$ cat config.mk
export PLATFORM = sky130hd
export DESIGN_NAME = swpc_top
export DESIGN_NICKNAME = d
export VERILOG_FILES = /design/src/hw/swpc_pkg.sv /design/src/hw/swpc_top.sv
export SDC_FILE = /design/constraint.sdc
export NUM_CORES = 1
export LEC_CHECK = 0
export BUFFER_PORTS_ARGS = -buffer_cell sky130_fd_sc_hd__buf_2
export CORE_MARGIN = 3
export CORE_UTILIZATION = 53
export DETAILED_ROUTE_END_ITERATION = 10
export PLACE_DENSITY = 0.78
export SYNTH_ARGS = -nofsm -noshare
export SYNTH_HDL_FRONTEND = slang
export SYNTH_SLANG_ARGS = --single-unit
$ cat constraint.sdc
create_clock -name sys_clk_i -period 3.53 [get_ports sys_clk_i]
set_clock_uncertainty 0.05 [all_clocks]
set_input_delay 0.1765 -clock sys_clk_i [delete_from_list [all_inputs] [get_ports sys_clk_i]]
set_output_delay 0.1765 -clock sys_clk_i [all_outputs]
set_load 0.03 [all_outputs]
$ cat src/hw/swpc_pkg.sv
// Package for the sleep and wake power controller.
// Assumes one 200 MHz clock and a plain register port.
package swpc_pkg;
  localparam int          CLK_MHZ          = 200;
  localparam int          HOLD_MS          = 4000;
  localparam int          HOLD_CYCLES      = HOLD_MS * 1000 * CLK_MHZ;
  localparam logic [3:0]  ADDR_CTRL        = 4'h0;
  localparam logic [3:0]  ADDR_STATE       = 4'h4;
  localparam logic [3:0]  ADDR_WAKE        = 4'h8;
  localparam logic [3:0]  ADDR_IRQ_STAT    = 4'hc;
  localparam logic [3:0]  ADDR_IRQ_MASK    = 4'h1;
  localparam int          CTRL_SLEEP_REQ   = 0;
  localparam int          CTRL_OFF_REQ     = 1;
  localparam int          CTRL_PME_EN      = 2;
  localparam int          CTRL_S5_WAKE_EN  = 3;
  localparam int          CTRL_POLICY_LSB  = 4;
  localparam int          CTRL_DUAL_LED    = 6;
  localparam int          CTRL_S1          = 8;
  localparam int          CTRL_S3          = 9;
  localparam int          CTRL_S4          = 10;
  localparam int          CTRL_RING_UNMASK = 11;
  localparam logic [1:0]  POLICY_LAST      = 2'h0;
  localparam logic [1:0]  POLICY_ON        = 2'h1;
  localparam logic [1:0]  POLICY_OFF       = 2'h2;
  localparam int          WAKE_RING        = 0;
  localparam int          WAKE_USB         = 1;
  localparam int          WAKE_PS2         = 2;
  localparam int          WAKE_PME         = 3;
  localparam int          WAKE_LAN         = 4;
  localparam int          WAKE_BTN         = 5;
  localparam int          NWAKE            = 6;
  localparam int          IRQ_WAKE         = 0;
  localparam int          IRQ_FAILSAFE     = 1;
  localparam int          IRQ_RESTORE      = 2;
  localparam logic [31:0] CTRL_RESET       = 32'h0000_0000;
  typedef enum logic [2:0] {
    SWPC_S0     = 3'b000,
    SWPC_S1     = 3'b001,
    SWPC_S3     = 3'b011,
    SWPC_S4     = 3'b100,
    SWPC_S5     = 3'b101,
    SWPC_MECH   = 3'b111
  } swpc_state_type;
endpackage

$ cat src/hw/swpc_top.sv
// Sleep state tracker, wake collector and supply control.
// Assumes synchronous inputs and a single-cycle register port master.
//
// The implementer's own choices: the strobed register port and the placing of the registers.
`timescale 1ns/1ps
module swpc_top #(
  parameter int HOLD_CYCLES = swpc_pkg::HOLD_CYCLES
) (
  input  wire logic        sys_clk_i,
  input  wire logic        rst_i,
  input  wire logic        main_pwr_good_i,
  input  wire logic        standby_present_i,
  input  wire logic        ring_ext_i,
  input  wire logic        ring_int_i,
  input  wire logic        usb_activity_i,
  input  wire logic        ps2_activity_i,
  input  wire logic        pme_n_i,
  input  wire logic        lan_wake_i,
  input  wire logic        pwr_button_i,
  input  wire logic [3:0]  addr_i,
  input  wire logic [31:0] wdata_i,
  input  wire logic        wr_i,
  input  wire logic        rd_i,
  output logic      [31:0] rdata_o,
  output logic             supply_on_o,
  output logic             cpu_fan_on_o,
  output logic             chassis_fan_on_o,
  output logic             led_green_o,
  output logic             led_amber_o,
  output logic             standby_led_o,
  output logic             irq_o
);
  swpc_pkg::swpc_state_type state_reg;
  swpc_pkg::swpc_state_type state_next;
  logic [31:0]              ctrl_reg;
  logic [swpc_pkg::NWAKE-1:0] wake_reg;
  logic [swpc_pkg::NWAKE-1:0] wake_raw;
  logic [swpc_pkg::NWAKE-1:0] wake_en;
  logic [2:0]               irq_stat_reg;
  logic [2:0]               irq_mask_reg;
  logic [2:0]               irq_set;
  logic                     was_on_reg;
  logic                     pg_reg;
  logic                     btn_reg;
  logic [31:0]              hold_cnt_reg;
  logic                     failsafe;
  logic                     btn_short;
  logic                     wake_any;
  logic                     sleeping;
  logic                     in_s1s3;
  logic                     in_s5ish;
  logic                     pwr_lost;
  logic                     pwr_back;
  logic [1:0]               policy;

  assign policy   = ctrl_reg[swpc_pkg::CTRL_POLICY_LSB +: 2];
  assign sleeping = state_reg != swpc_pkg::SWPC_S0;
  assign in_s1s3  = state_reg == swpc_pkg::SWPC_S1 ||
                    state_reg == swpc_pkg::SWPC_S3;
  assign in_s5ish = state_reg == swpc_pkg::SWPC_S5 ||
                    state_reg == swpc_pkg::SWPC_MECH;
  assign pwr_lost = pg_reg && !main_pwr_good_i;
  assign pwr_back = !pg_reg && main_pwr_good_i;

  // Raw sources; ring lines are merged so either modem type counts
  always_comb
  begin
    wake_raw = '0;
    wake_raw[swpc_pkg::WAKE_RING] = ring_ext_i | ring_int_i;
    wake_raw[swpc_pkg::WAKE_USB]  = usb_activity_i;
    wake_raw[swpc_pkg::WAKE_PS2]  = ps2_activity_i;
    wake_raw[swpc_pkg::WAKE_PME]  = !pme_n_i;
    wake_raw[swpc_pkg::WAKE_LAN]  = lan_wake_i;
    wake_raw[swpc_pkg::WAKE_BTN]  = btn_short;
  end

  // Per-source eligibility by current sleep state
  always_comb
  begin
    wake_en = '0;
    wake_en[swpc_pkg::WAKE_RING] = in_s1s3 &&
      ctrl_reg[swpc_pkg::CTRL_RING_UNMASK];
    wake_en[swpc_pkg::WAKE_USB]  = in_s1s3;
    wake_en[swpc_pkg::WAKE_PS2]  = in_s1s3;
    wake_en[swpc_pkg::WAKE_PME]  = ctrl_reg[swpc_pkg::CTRL_PME_EN] &&
      (!in_s5ish || ctrl_reg[swpc_pkg::CTRL_S5_WAKE_EN]) &&
      sleeping;
    wake_en[swpc_pkg::WAKE_LAN]  = sleeping &&
      (!in_s5ish || ctrl_reg[swpc_pkg::CTRL_S5_WAKE_EN]);
    wake_en[swpc_pkg::WAKE_BTN]  = sleeping;
  end

  // Sticky latches; a single pulse is enough, no repeat needed
  genvar gi;
  generate
    for (gi = 0; gi < swpc_pkg::NWAKE; gi++)
    begin : g_wake
      always_ff @(posedge sys_clk_i)
      begin
        if (rst_i)
          wake_reg[gi] <= 1'b0;
        else if (wake_raw[gi] && wake_en[gi])
          wake_reg[gi] <= 1'b1;
        else if (state_reg == swpc_pkg::SWPC_S0 && main_pwr_good_i)
          wake_reg[gi] <= 1'b0;
      end
    end
  endgenerate

  assign wake_any = |wake_reg;

  // Power switch hold timer
  always_ff @(posedge sys_clk_i)
  begin
    if (rst_i)
    begin
      btn_reg      <= 1'b0;
      hold_cnt_reg <= 32'h0000_0000;
    end
    else
    begin
      btn_reg <= pwr_button_i;
      if (!pwr_button_i)
        hold_cnt_reg <= 32'h0000_0000;
      else if (hold_cnt_reg <= HOLD_CYCLES[31:0])
        hold_cnt_reg <= hold_cnt_reg + 32'h0000_0001;
    end
  end

  // Release before the limit is a short press
  assign btn_short = btn_reg && !pwr_button_i &&
                     hold_cnt_reg <= HOLD_CYCLES[31:0];
  assign failsafe  = pwr_button_i && hold_cnt_reg == HOLD_CYCLES[31:0];

  // Sleep state machine
  always_comb
  begin
    state_next = state_reg;
    case (state_reg)
      swpc_pkg::SWPC_S0:
      begin
        if (failsafe)
          state_next = swpc_pkg::SWPC_S5;
        else if (ctrl_reg[swpc_pkg::CTRL_OFF_REQ] || btn_short)
          state_next = swpc_pkg::SWPC_S5;
        else if (ctrl_reg[swpc_pkg::CTRL_SLEEP_REQ])
        begin
          if (ctrl_reg[swpc_pkg::CTRL_S4])
            state_next = swpc_pkg::SWPC_S4;
          else if (ctrl_reg[swpc_pkg::CTRL_S3])
            state_next = swpc_pkg::SWPC_S3;
          else
            state_next = swpc_pkg::SWPC_S1;
        end
      end
      swpc_pkg::SWPC_S1, swpc_pkg::SWPC_S3,
      swpc_pkg::SWPC_S4, swpc_pkg::SWPC_S5:
      begin
        if (failsafe)
          state_next = swpc_pkg::SWPC_S5;
        else if (wake_any)
          state_next = swpc_pkg::SWPC_S0;
      end
      swpc_pkg::SWPC_MECH:
      begin
        if (main_pwr_good_i)
        begin
          if (policy == swpc_pkg::POLICY_ON ||
              (policy == swpc_pkg::POLICY_LAST && was_on_reg))
            state_next = swpc_pkg::SWPC_S0;
          else
            state_next = swpc_pkg::SWPC_S5;
        end
      end
      default:
        state_next = swpc_pkg::SWPC_S5;
    endcase
    if (pwr_lost && state_reg != swpc_pkg::SWPC_S3 &&
        state_reg != swpc_pkg::SWPC_S1)
      state_next = swpc_pkg::SWPC_MECH;
  end

  always_ff @(posedge sys_clk_i)
  begin
    if (rst_i)
    begin
      state_reg  <= swpc_pkg::SWPC_MECH;
      was_on_reg <= 1'b0;
      pg_reg     <= 1'b0;
    end
    else
    begin
      state_reg <= state_next;
      pg_reg    <= main_pwr_good_i;
      // Remember on/off only while power is solid
      if (state_reg != swpc_pkg::SWPC_MECH && main_pwr_good_i)
        was_on_reg <= state_reg == swpc_pkg::SWPC_S0 ||
                      state_reg == swpc_pkg::SWPC_S1;
    end
  end

  // Outputs straight from flops
  always_ff @(posedge sys_clk_i)
  begin
    if (rst_i)
    begin
      supply_on_o      <= 1'b0;
      cpu_fan_on_o     <= 1'b0;
      chassis_fan_on_o <= 1'b0;
      led_green_o      <= 1'b0;
      led_amber_o      <= 1'b0;
      standby_led_o    <= 1'b0;
    end
    else
    begin
      supply_on_o      <= state_next == swpc_pkg::SWPC_S0 ||
                          state_next == swpc_pkg::SWPC_S1;
      cpu_fan_on_o     <= state_next == swpc_pkg::SWPC_S0 ||
                          state_next == swpc_pkg::SWPC_S1;
      chassis_fan_on_o <= state_next == swpc_pkg::SWPC_S0 ||
                          state_next == swpc_pkg::SWPC_S1;
      led_green_o      <= state_next == swpc_pkg::SWPC_S0;
      led_amber_o      <= state_next == swpc_pkg::SWPC_S3 &&
                          ctrl_reg[swpc_pkg::CTRL_DUAL_LED];
      standby_led_o    <= standby_present_i;
    end
  end

  // Control register; request bits self-clear once acted on
  always_ff @(posedge sys_clk_i)
  begin
    if (rst_i)
      ctrl_reg <= swpc_pkg::CTRL_RESET;
    else if (wr_i && addr_i == swpc_pkg::ADDR_CTRL)
      ctrl_reg <= {20'h0_0000, wdata_i[11:0]};
    else if (state_reg != state_next)
    begin
      ctrl_reg[swpc_pkg::CTRL_SLEEP_REQ] <= 1'b0;
      ctrl_reg[swpc_pkg::CTRL_OFF_REQ]   <= 1'b0;
    end
  end

  // Interrupt events: wake taken, fail-safe off, outage restore
  assign irq_set[swpc_pkg::IRQ_WAKE]     = sleeping &&
    state_next == swpc_pkg::SWPC_S0;
  assign irq_set[swpc_pkg::IRQ_FAILSAFE] = failsafe;
  assign irq_set[swpc_pkg::IRQ_RESTORE]  = pwr_back;

  // Set wins over a write-one clear in the same cycle
  always_ff @(posedge sys_clk_i)
  begin
    if (rst_i)
    begin
      irq_stat_reg <= 3'h0;
      irq_mask_reg <= 3'h0;
    end
    else
    begin
      if (wr_i && addr_i == swpc_pkg::ADDR_IRQ_STAT)
        irq_stat_reg <= (irq_stat_reg & ~wdata_i[2:0]) | irq_set;
      else
        irq_stat_reg <= irq_stat_reg | irq_set;
      if (wr_i && addr_i == swpc_pkg::ADDR_IRQ_MASK)
        irq_mask_reg <= wdata_i[2:0];
    end
  end

  always_ff @(posedge sys_clk_i)
  begin
    if (rst_i)
      irq_o <= 1'b0;
    else
      irq_o <= |(irq_stat_reg & irq_mask_reg);
  end

  // Read port, data one cycle after strobe, zero when unmapped
  always_ff @(posedge sys_clk_i)
  begin
    if (rst_i)
      rdata_o <= 32'h0000_0000;
    else if (rd_i)
    begin
      case (addr_i)
        swpc_pkg::ADDR_CTRL:
          rdata_o <= {irq_mask_reg, 17'h0_0000, ctrl_reg[11:0]};
        swpc_pkg::ADDR_STATE:
          rdata_o <= {28'h000_0000, was_on_reg, state_reg};
        swpc_pkg::ADDR_WAKE:
          rdata_o <= {26'h000_0000, wake_reg};
        swpc_pkg::ADDR_IRQ_STAT:
          rdata_o <= {29'h0000_0000, irq_stat_reg};
        default:
          rdata_o <= 32'h0000_0000;
      endcase
    end
    else
      rdata_o <= 32'h0000_0000;
  end
endmodule

==> results.json, run 1 <==
{
  "via_per_inst": 5.36,
  "antenna_cells": 0,
  "root_buffer": "clkbuf_8",
  "final_nets": 519,
  "crit_family": "simple AND/OR/NAND/NOR gates",
  "vias": 3032,
  "worstSetupEndpointType": "flop",
  "hold_class": "primary input to flop",
  "yosys-top-cells-area": "dfxtp_1, nor2_1, mux2i_1",
  "cp_cell_sequence": "nand4_1 -> or4_4 -> nor4_4 -> a21oi_2 -> or4_4 -> nor4_2 -> xnor2_1 -> nor2_1",
  "cts_tree": "done",
  "cp-start-kind": "flop",
  "synth_edf_count": 0,
  "dpl.hpwl_um": 5560,
  "cp.arrival_ns": 3.23,
  "seq_area_frac_synth": 0.440,
  "max_freq_ghz": 0.330,
  "synth_cell_types": 54,
  "p_per_area_nw_per_um2": 493,
  "yosysTopAreaCellShare": 0.440,
  "place_area_um2": 3980,
  "synthCells": 415,
  "clkTransAtPathRegs_ns": 0.09,
  "grt_overflow": 0,
  "maxCapViolations": 0,
  "drt_pass1_iterations": 7,
  "status": "finished clean",
  "crit_fanout": 7,
  "cts_resized": 0,
  "final_cell_mix": "dfxtp_1, nor2_1, buf_2",
  "synth-warning-count": 0,
  "rows": 29,
  "portBuffers": 50,
  "finalSetupViolCount": 0,
  "nFillCells": 583,
  "yosys_register_bits": 82,
  "synth_ff_type": "dfxtp_1",
  "grtUsageTotal": 0.192,
  "ys_async_sr_fraction": 0,
  "die_area_um2": 8090,
  "grt_first_pass_wirelength_um": 13100,
  "critPathKind": "flop to flop",
  "max_stage_delay_ns": 0.62,
  "path_common_cell": "or4_4",
  "min_period_ns": 3.03,
  "area_delta_synth_final_pct": 14.5,
  "post_synth.cell_area_avg_um2": 9.00,
  "gp_congestion": 0.813,
  "wl_per_cell_um": 13.8,
  "layout_commonest_cell": "dfxtp_1",
  "final_area_um2": 4280,
  "cp.depth": 8,
  "cts_buffer_depth": 2,
  "period_share": 0.859,
  "p_leak_uw": 0.00167,
  "grt_pass1_vias": 2917,
  "clock_latency_ns": 0.36,
  "rr_worst_depth": 8,
  "core-area_um2": 6600,
  "drtIter0Drc": 155,
  "grt_antenna_before_repair": 0,
  "holdPathStages": 3,
  "cp_slowest_cell": "or4_4",
  "drv_slew": 0,
  "tightest_slew_ns": 0.934,
  "post-route-util": 0.647,
  "finalHoldViolCount": 0,
  "die_h_um": 89.9,
  "ant_nets": 0,
  "rsz0062_at_grt": "no",
  "start_util": 0.566,
  "htree_levels": 3,
  "grt_max_degree": 35,
  "critPathRequiredTime_ns": 3.72,
  "irDropWorstVdd_v": 0.000277,
  "finalSetupTns_ns": 0,
  "die_w_um": 89.9,
  "cts_buffers": 9,
  "synth_top_cell_by_area": "dfxtp_1",
  "layout-drive-gt1-share": 0.180,
  "drc": 0,
  "path_buf_inv": 0,
  "largest_register_ffs": 32,
  "relSlewSlack": 0.373,
  "num_io_pins": 88,
  "wirelength_um": 7840,
  "syn_area_um2": 3730,
  "clock-sinks": 82
}
cells by family (layout without fill, tap and decap cells):
kind of cell / Yosys count / count (layout) / share of synthesized area
AND/OR/NAND/NOR: 189 / 189 / 0.269
adder cells (fa/ha/maj): 2 / 2 / 0.00670
XOR/XNOR: 26 / 26 / 0.0610
other: 1 / 17 / 0.00100
flip-flops: 82 / 82 / 0.440
buffers and inverters: 45 / 87 / 0.0647
AO/OA/AOI/OAI: 50 / 50 / 0.0945
multiplexers: 20 / 20 / 0.0636
per-layer routing:
metal	GRT usage	wire length, um
met3	0.0509	368
met4	0.0625	61
met5	0	0
met2	0.345	3990
met1	0.222	3410
path summary, 6_finish.rpt:
path,start,end,slack (ns)
min reg2reg,ctrl_reg[6],led_amber_o,0.42
max reg2reg,hold_cnt_reg[24],hold_cnt_reg[25],0.50
min,wdata_i[10],ctrl_reg[10],0.009
max,hold_cnt_reg[24],hold_cnt_reg[25],0.50
worst reg2reg max path, stage by stage (launching register included):
cell     delay, ns
dfxtp_1       0.43
nand4_1       0.18
or4_4         0.61
nor4_4        0.36
a21oi_2       0.16
or4_4         0.62
nor4_2        0.31
xnor2_1       0.16
nor2_1        0.05
through the flow:
| step | instances | power [uW] | hold slack [ns] | setup WS [ns] |
|---|---|---|---|---|
| after detailed placement | 541 | 1410 | 0.346 | 0.498 |
| final | 566 | 2110 | 0.00889 | 0.499 |
| after floorplan | 431 | 1340 | 0.252 | 0.815 |
| after global routing | 566 | 2200 | 0.0105 | 0.331 |
| after global placement | 541 | 1400 | 0.335 | 0.601 |
| after CTS | 566 | 2120 | 0.00240 | 0.482 |
area by class of cell:
| type | instances | area (um^2) | share of cell area |
|---|---|---|---|
| multi-input cells | 304 | 1920 | 0.449 |
| flip-flops and latches | 82 | 1640 | 0.384 |
| repair buffers | 61 | 355 | 0.0831 |
| clock buffers | 9 | 124 | 0.0290 |
| well taps | 93 | 116 | 0.0272 |
| clock inverters | 7 | 82.6 | 0.0193 |
| inverters | 10 | 37.5 | 0.00878 |
what timing repair did:
action / 4_1_cts / 5_1_grt
endpoints found under the hold margin: 9 / 0
hold buffers: 9 / 0
setup buffers: 0 / 0
cell usage after synthesis, types with 9 or more instances:
cell type and count:
xnor2_1 17, buf_4 19, o21ai_0 9, nand2_1 28, nor2_1 66, nor3_1 13
xor2_1 9, mux2i_1 17, a21oi_1 9, clkbuf_1 15, nor2b_1 9, and2_1 13
inv_1 10, dfxtp_1 82
power by group:
group / switching, uW / internal (uW)
logic: 234 / 149
clock network: 368 / 339
registers: 53.9 / 964
Note: power is estimated with default switching activity, not from simulation.
==> inputs of run 2 (changes only) <==
==> constraint.sdc (replaced) <==
create_clock -name sys_clk_i -period 3.3 [get_ports sys_clk_i]
set_clock_uncertainty 0.05 [all_clocks]
set_input_delay 0.165 -clock sys_clk_i [delete_from_list [all_inputs] [get_ports sys_clk_i]]
set_output_delay 0.165 -clock sys_clk_i [all_outputs]
set_load 0.03 [all_outputs]
==> results.json, run 2 (synthesis gave the netlist of run 1 again) <==
{
  "post-route-util": 0.655,
  "cts_buffer_depth": 2,
  "p_per_area_nw_per_um2": 521,
  "gp_congestion": 0.820,
  "clock_latency_ns": 0.36,
  "cp.arrival_ns": 3.27,
  "grt_antenna_before_repair": 0,
  "dpl_worst_slack_ns": 0.312,
  "cp-start-kind": "flop",
  "clkTransAtPathRegs_ns": 0.09,
  "p_leak_uw": 0.00169,
  "grt_pass1_vias": 2908,
  "final_nets": 524,
  "core-area_um2": 6600,
  "crit_fanout": 6,
  "cp_cell_sequence": "nand4_1 -> or4_4 -> or4_1 -> a21oi_2 -> nand2_1 -> o31a_1 -> a2111oi_2 -> a22o_1",
  "num_io_pins": 88,
  "largest_register_ffs": 32,
  "grt_overflow": 0,
  "critPathRequiredTime_ns": 3.56,
  "rows": 29,
  "min_period_ns": 3.01,
  "layout-drive-gt1-share": 0.180,
  "drtIter0Drc": 147,
  "hold_class": "primary input to flop",
  "grt.met3_usage": 0.0518,
  "irDropWorstVdd_v": 0.000394,
  "rsz0062_at_grt": "no",
  "drt_pass1_iterations": 5,
  "max_stage_delay_ns": 0.67,
  "antenna_cells": 0,
  "relSlewSlack": 0.409,
  "holdBufCountCts": 13,
  "cp_slowest_cell": "or4_1",
  "crit_family": "simple AND/OR/NAND/NOR gates",
  "worst_slack_ns": 0.289,
  "root_buffer": "clkbuf_8",
  "cts_tree": "done",
  "cts_resized": 0,
  "drc": 0,
  "dpl.hpwl_um": 5490,
  "finalHoldViolCount": 0,
  "drv_slew": 0,
  "wl_per_cell_um": 13.4,
  "path_buf_inv": 0,
  "final_cell_mix": "dfxtp_1, nor2_1, buf_2",
  "die_w_um": 89.9,
  "via_per_inst": 5.30,
  "portBuffers": 50,
  "die_area_um2": 8090,
  "ant_nets": 0,
  "tightest_slew_ns": 0.880,
  "wirelength_um": 7670,
  "htree_levels": 3,
  "use_met2": 0.333,
  "critPathKind": "flop to flop",
  "postCtsSetupRepairBufs": 0,
  "worstSetupEndpointType": "flop",
  "layout_commonest_cell": "dfxtp_1",
  "grt_first_pass_wirelength_um": 13000,
  "cts_buffers": 9,
  "grtUsageTotal": 0.191,
  "power_uw": 2250,
  "finalSetupTns_ns": 0,
  "die_h_um": 89.9,
  "maxCapViolations": 0,
  "grt_max_degree": 35,
  "gr-usage-met1": 0.225,
  "vias": 3028,
  "grt-busiest-layer": "met2",
  "status": "finished clean",
  "start_util": 0.566,
  "clock-sinks": 82,
  "nFillCells": 561,
  "finalSetupViolCount": 0,
  "area_delta_synth_final_pct": 15.7,
  "max_freq_ghz": 0.332,
  "hold-worst-slack_ns": 0.00925,
  "period_share": 0.913
}
[run 2: cell type report]
class	instances	area, um^2	share of cell area
repair buffers	66	403	0.0932
multi-input cells	304	1920	0.444
flip-flops and latches	82	1640	0.380
well taps	93	116	0.0269
clock buffers	9	124	0.0287
inverters	10	37.5	0.00868
clock inverters	7	82.6	0.0191
[run 2: path summary, 6_finish.rpt]
path                                       start     endpoint  slack, ns  depth (start not counted)
worst max register to register  hold_cnt_reg[25]  ctrl_reg[1]       0.29                          8
worst min register to register       ctrl_reg[6]  led_amber_o       0.41                          2
worst min-delay path                  wdata_i[6]  ctrl_reg[6]      0.009                          3
worst max-delay path            hold_cnt_reg[25]  ctrl_reg[1]       0.29                          8
[run 2: power by group]
part / internal (uW) / leakage, uW / switching, uW
clock: 362 / 0.0000988 / 383
combinational: 168 / 0.000931 / 251
sequential: 1030 / 0.000664 / 56.2
total: 1560 / 0.00169 / 691
[run 2: worst reg2reg max path, cell delays in order (launching register included)]
cell and delay, ns:
dfxtp_1 0.41, nand4_1 0.18, or4_4 0.61, or4_1 0.67, a21oi_2 0.24, nand2_1 0.07, o31a_1 0.13, a2111oi_2 0.41
a22o_1 0.20
[run 2: metal layers]
metal / wire length [um] / vias to the layer above
met4: 97 / 0
li1: - / 1522
met5: 0 / -
met3: 391 / 8
met2: 3780 / 76
met1: 3410 / 1422
[run 2: stage by stage]
stage	cells	area (um^2)
3_5_place_dp	542	3990
3_3_place_gp	542	3990
6_report	571	4320
4_1_cts	571	4320
5_1_grt	571	4320
2_1_floorplan	431	3790
==> inputs of run 3 (changes only) <==
--- a/config.mk
+++ b/config.mk
@@ -6,10 +6,12 @@
 export NUM_CORES = 1
 export LEC_CHECK = 0
 export BUFFER_PORTS_ARGS = -buffer_cell sky130_fd_sc_hd__buf_2
+export CORE_ASPECT_RATIO = 0.6
 export CORE_MARGIN = 3
-export CORE_UTILIZATION = 53
+export CORE_UTILIZATION = 55
+export CTS_BUF_LIST = sky130_fd_sc_hd__clkbuf_8
 export DETAILED_ROUTE_END_ITERATION = 10
-export PLACE_DENSITY = 0.78
+export PLACE_DENSITY = 0.8
 export SYNTH_ARGS = -nofsm -noshare
 export SYNTH_HDL_FRONTEND = slang
 export SYNTH_SLANG_ARGS = --single-unit
==> results.json, run 3 (synthesis gave the netlist of run 1 again) <==
{
  "grt_first_pass_wirelength_um": 14300,
  "cp_cell_sequence": "nand4_1 -> or4_4 -> or4_1 -> a21oi_2 -> nand2_1 -> o31a_1 -> a2111oi_2 -> a22o_1",
  "cts_resized": 0,
  "p_per_area_nw_per_um2": 522,
  "start_util": 0.590,
  "relSlewSlack": 0.310,
  "ant_nets": 0,
  "dpl.hpwl_um": 6410,
  "root_buffer": "clkbuf_8",
  "period_share": 0.948,
  "finalSetupViolCount": 0,
  "grt_max_degree": 35,
  "via_per_inst": 5.64,
  "min-delay-start": "wdata_i[6]",
  "layout.cells.non_filler": 559,
  "cts_buffers": 9,
  "layout_commonest_cell": "dfxtp_1",
  "max_freq_ghz": 0.320,
  "hold_class": "primary input to flop",
  "startpoint": "hold_cnt_reg[27]",
  "gp_congestion": 0.918,
  "post-route-util": 0.673,
  "critPathKind": "flop to flop",
  "grtUsageTotal": 0.228,
  "dp_cells": 534,
  "cts_tree": "done",
  "die_w_um": 112,
  "cp_slowest_cell": "or4_1",
  "grt_pass1_vias": 2961,
  "clock-sinks": 82,
  "clkTransAtPathRegs_ns": 0.08,
  "final_cell_mix": "dfxtp_1, nor2_1, buf_2",
  "cts_buffer_depth": 2,
  "status": "finished clean",
  "drt_pass1_iterations": 6,
  "tightest_slew_ns": 1.03,
  "min_period_ns": 3.13,
  "rows": 22,
  "htree_levels": 3,
  "crit_fanout": 6,
  "r2r-start": "hold_cnt_reg[27]",
  "p_leak_uw": 0.00168,
  "area_delta_synth_final_pct": 14.1,
  "max_stage_delay_ns": 0.67,
  "maxCapViolations": 0,
  "grt_antenna_before_repair": 0,
  "num_io_pins": 88,
  "power_uw": 2220,
  "antenna_cells": 0,
  "layout-drive-gt1-share": 0.177,
  "critPathRequiredTime_ns": 3.55,
  "drtIter0Drc": 378,
  "die_h_um": 69.8,
  "finalHoldViolCount": 0,
  "cp-start-kind": "flop",
  "finalSetupTns_ns": 0,
  "irDropWorstVdd_v": 0.000333,
  "largest_register_ffs": 32,
  "portBuffers": 50,
  "hold-worst-slack_ns": 0.00679,
  "grt_overflow": 0,
  "die_area_um2": 7850,
  "drc": 0,
  "clock_latency_ns": 0.36,
  "drv_slew": 0,
  "cp.arrival_ns": 3.38,
  "core-area_um2": 6330,
  "wl_per_cell_um": 15.7,
  "worstSetupEndpointType": "flop",
  "wirelength_um": 8760,
  "nFillCells": 532,
  "final_nets": 521,
  "vias": 3150,
  "rsz0062_at_grt": "no"
}
==> run 3: cell types whose count changed in the layout (fill, tap and decap cells not counted) <==
| cell | delta |
|---|---|
| inv_8 | -1 |
| inv_6 | -3 |
| buf_4 | +1 |
| inv_1 | +3 |
| clkinvlp_4 | +1 |
| dlygate4sd3_1 | -4 |
==> run 3: through the flow <==
stage                     worst slack, ns  cell area [um^2]
after floorplan                     0.585              3790
after global placement              0.360              3980
after detailed placement            0.236              3980
after CTS                           0.206              4250
after global routing              0.00825              4260
final                               0.172              4260
==> run 3: path summary, 6_finish.rpt <==
kind	slack (ns)	endpoint	depth (start not counted)
worst min register to register	0.40	led_amber_o	2
worst max register to register	0.17	ctrl_reg[0]	8
worst min-delay path	0.007	ctrl_reg[6]	3
worst max-delay path	0.17	ctrl_reg[0]	8
==> run 3: where the power goes <==
part	switching, uW	internal [uW]
Sequential	46.8	1030
Clock	356	341
Combinational	277	171
Total	680	1540
==> run 3: repair_timing <==
item,in CTS,in global routing
hold buffers,8,1
endpoints found under the hold margin,8,1
setup buffers,0,0
==> run 3: final cells by class <==
type	count	area (um^2)	share of cell area
clock buffers	9	124	0.0291
clock inverters	7	63.8	0.0150
inverters	10	37.5	0.00881
multi-input cells	304	1920	0.450
flip-flops and latches	82	1640	0.385
well taps	84	105	0.0247
repair buffers	63	370	0.0869
==> run 3: per-layer routing <==
layer	track usage	vias up	routed length [um]
met5	0	-	0
met4	0.0707	0	109
met3	0.0872	14	1080
met2	0.302	167	3510
met1	0.336	1456	4060
li1	-	1513	-
==> run 3: critical path: cells and delay by family, from the launching register on <==
| kind | cells | cell delay [ns] |
|---|---|---|
| and+or+nand+nor | 4 | 1.57 |
| AOI/OAI and AO/OA | 4 | 1.05 |
| DFF | 1 | 0.39 |
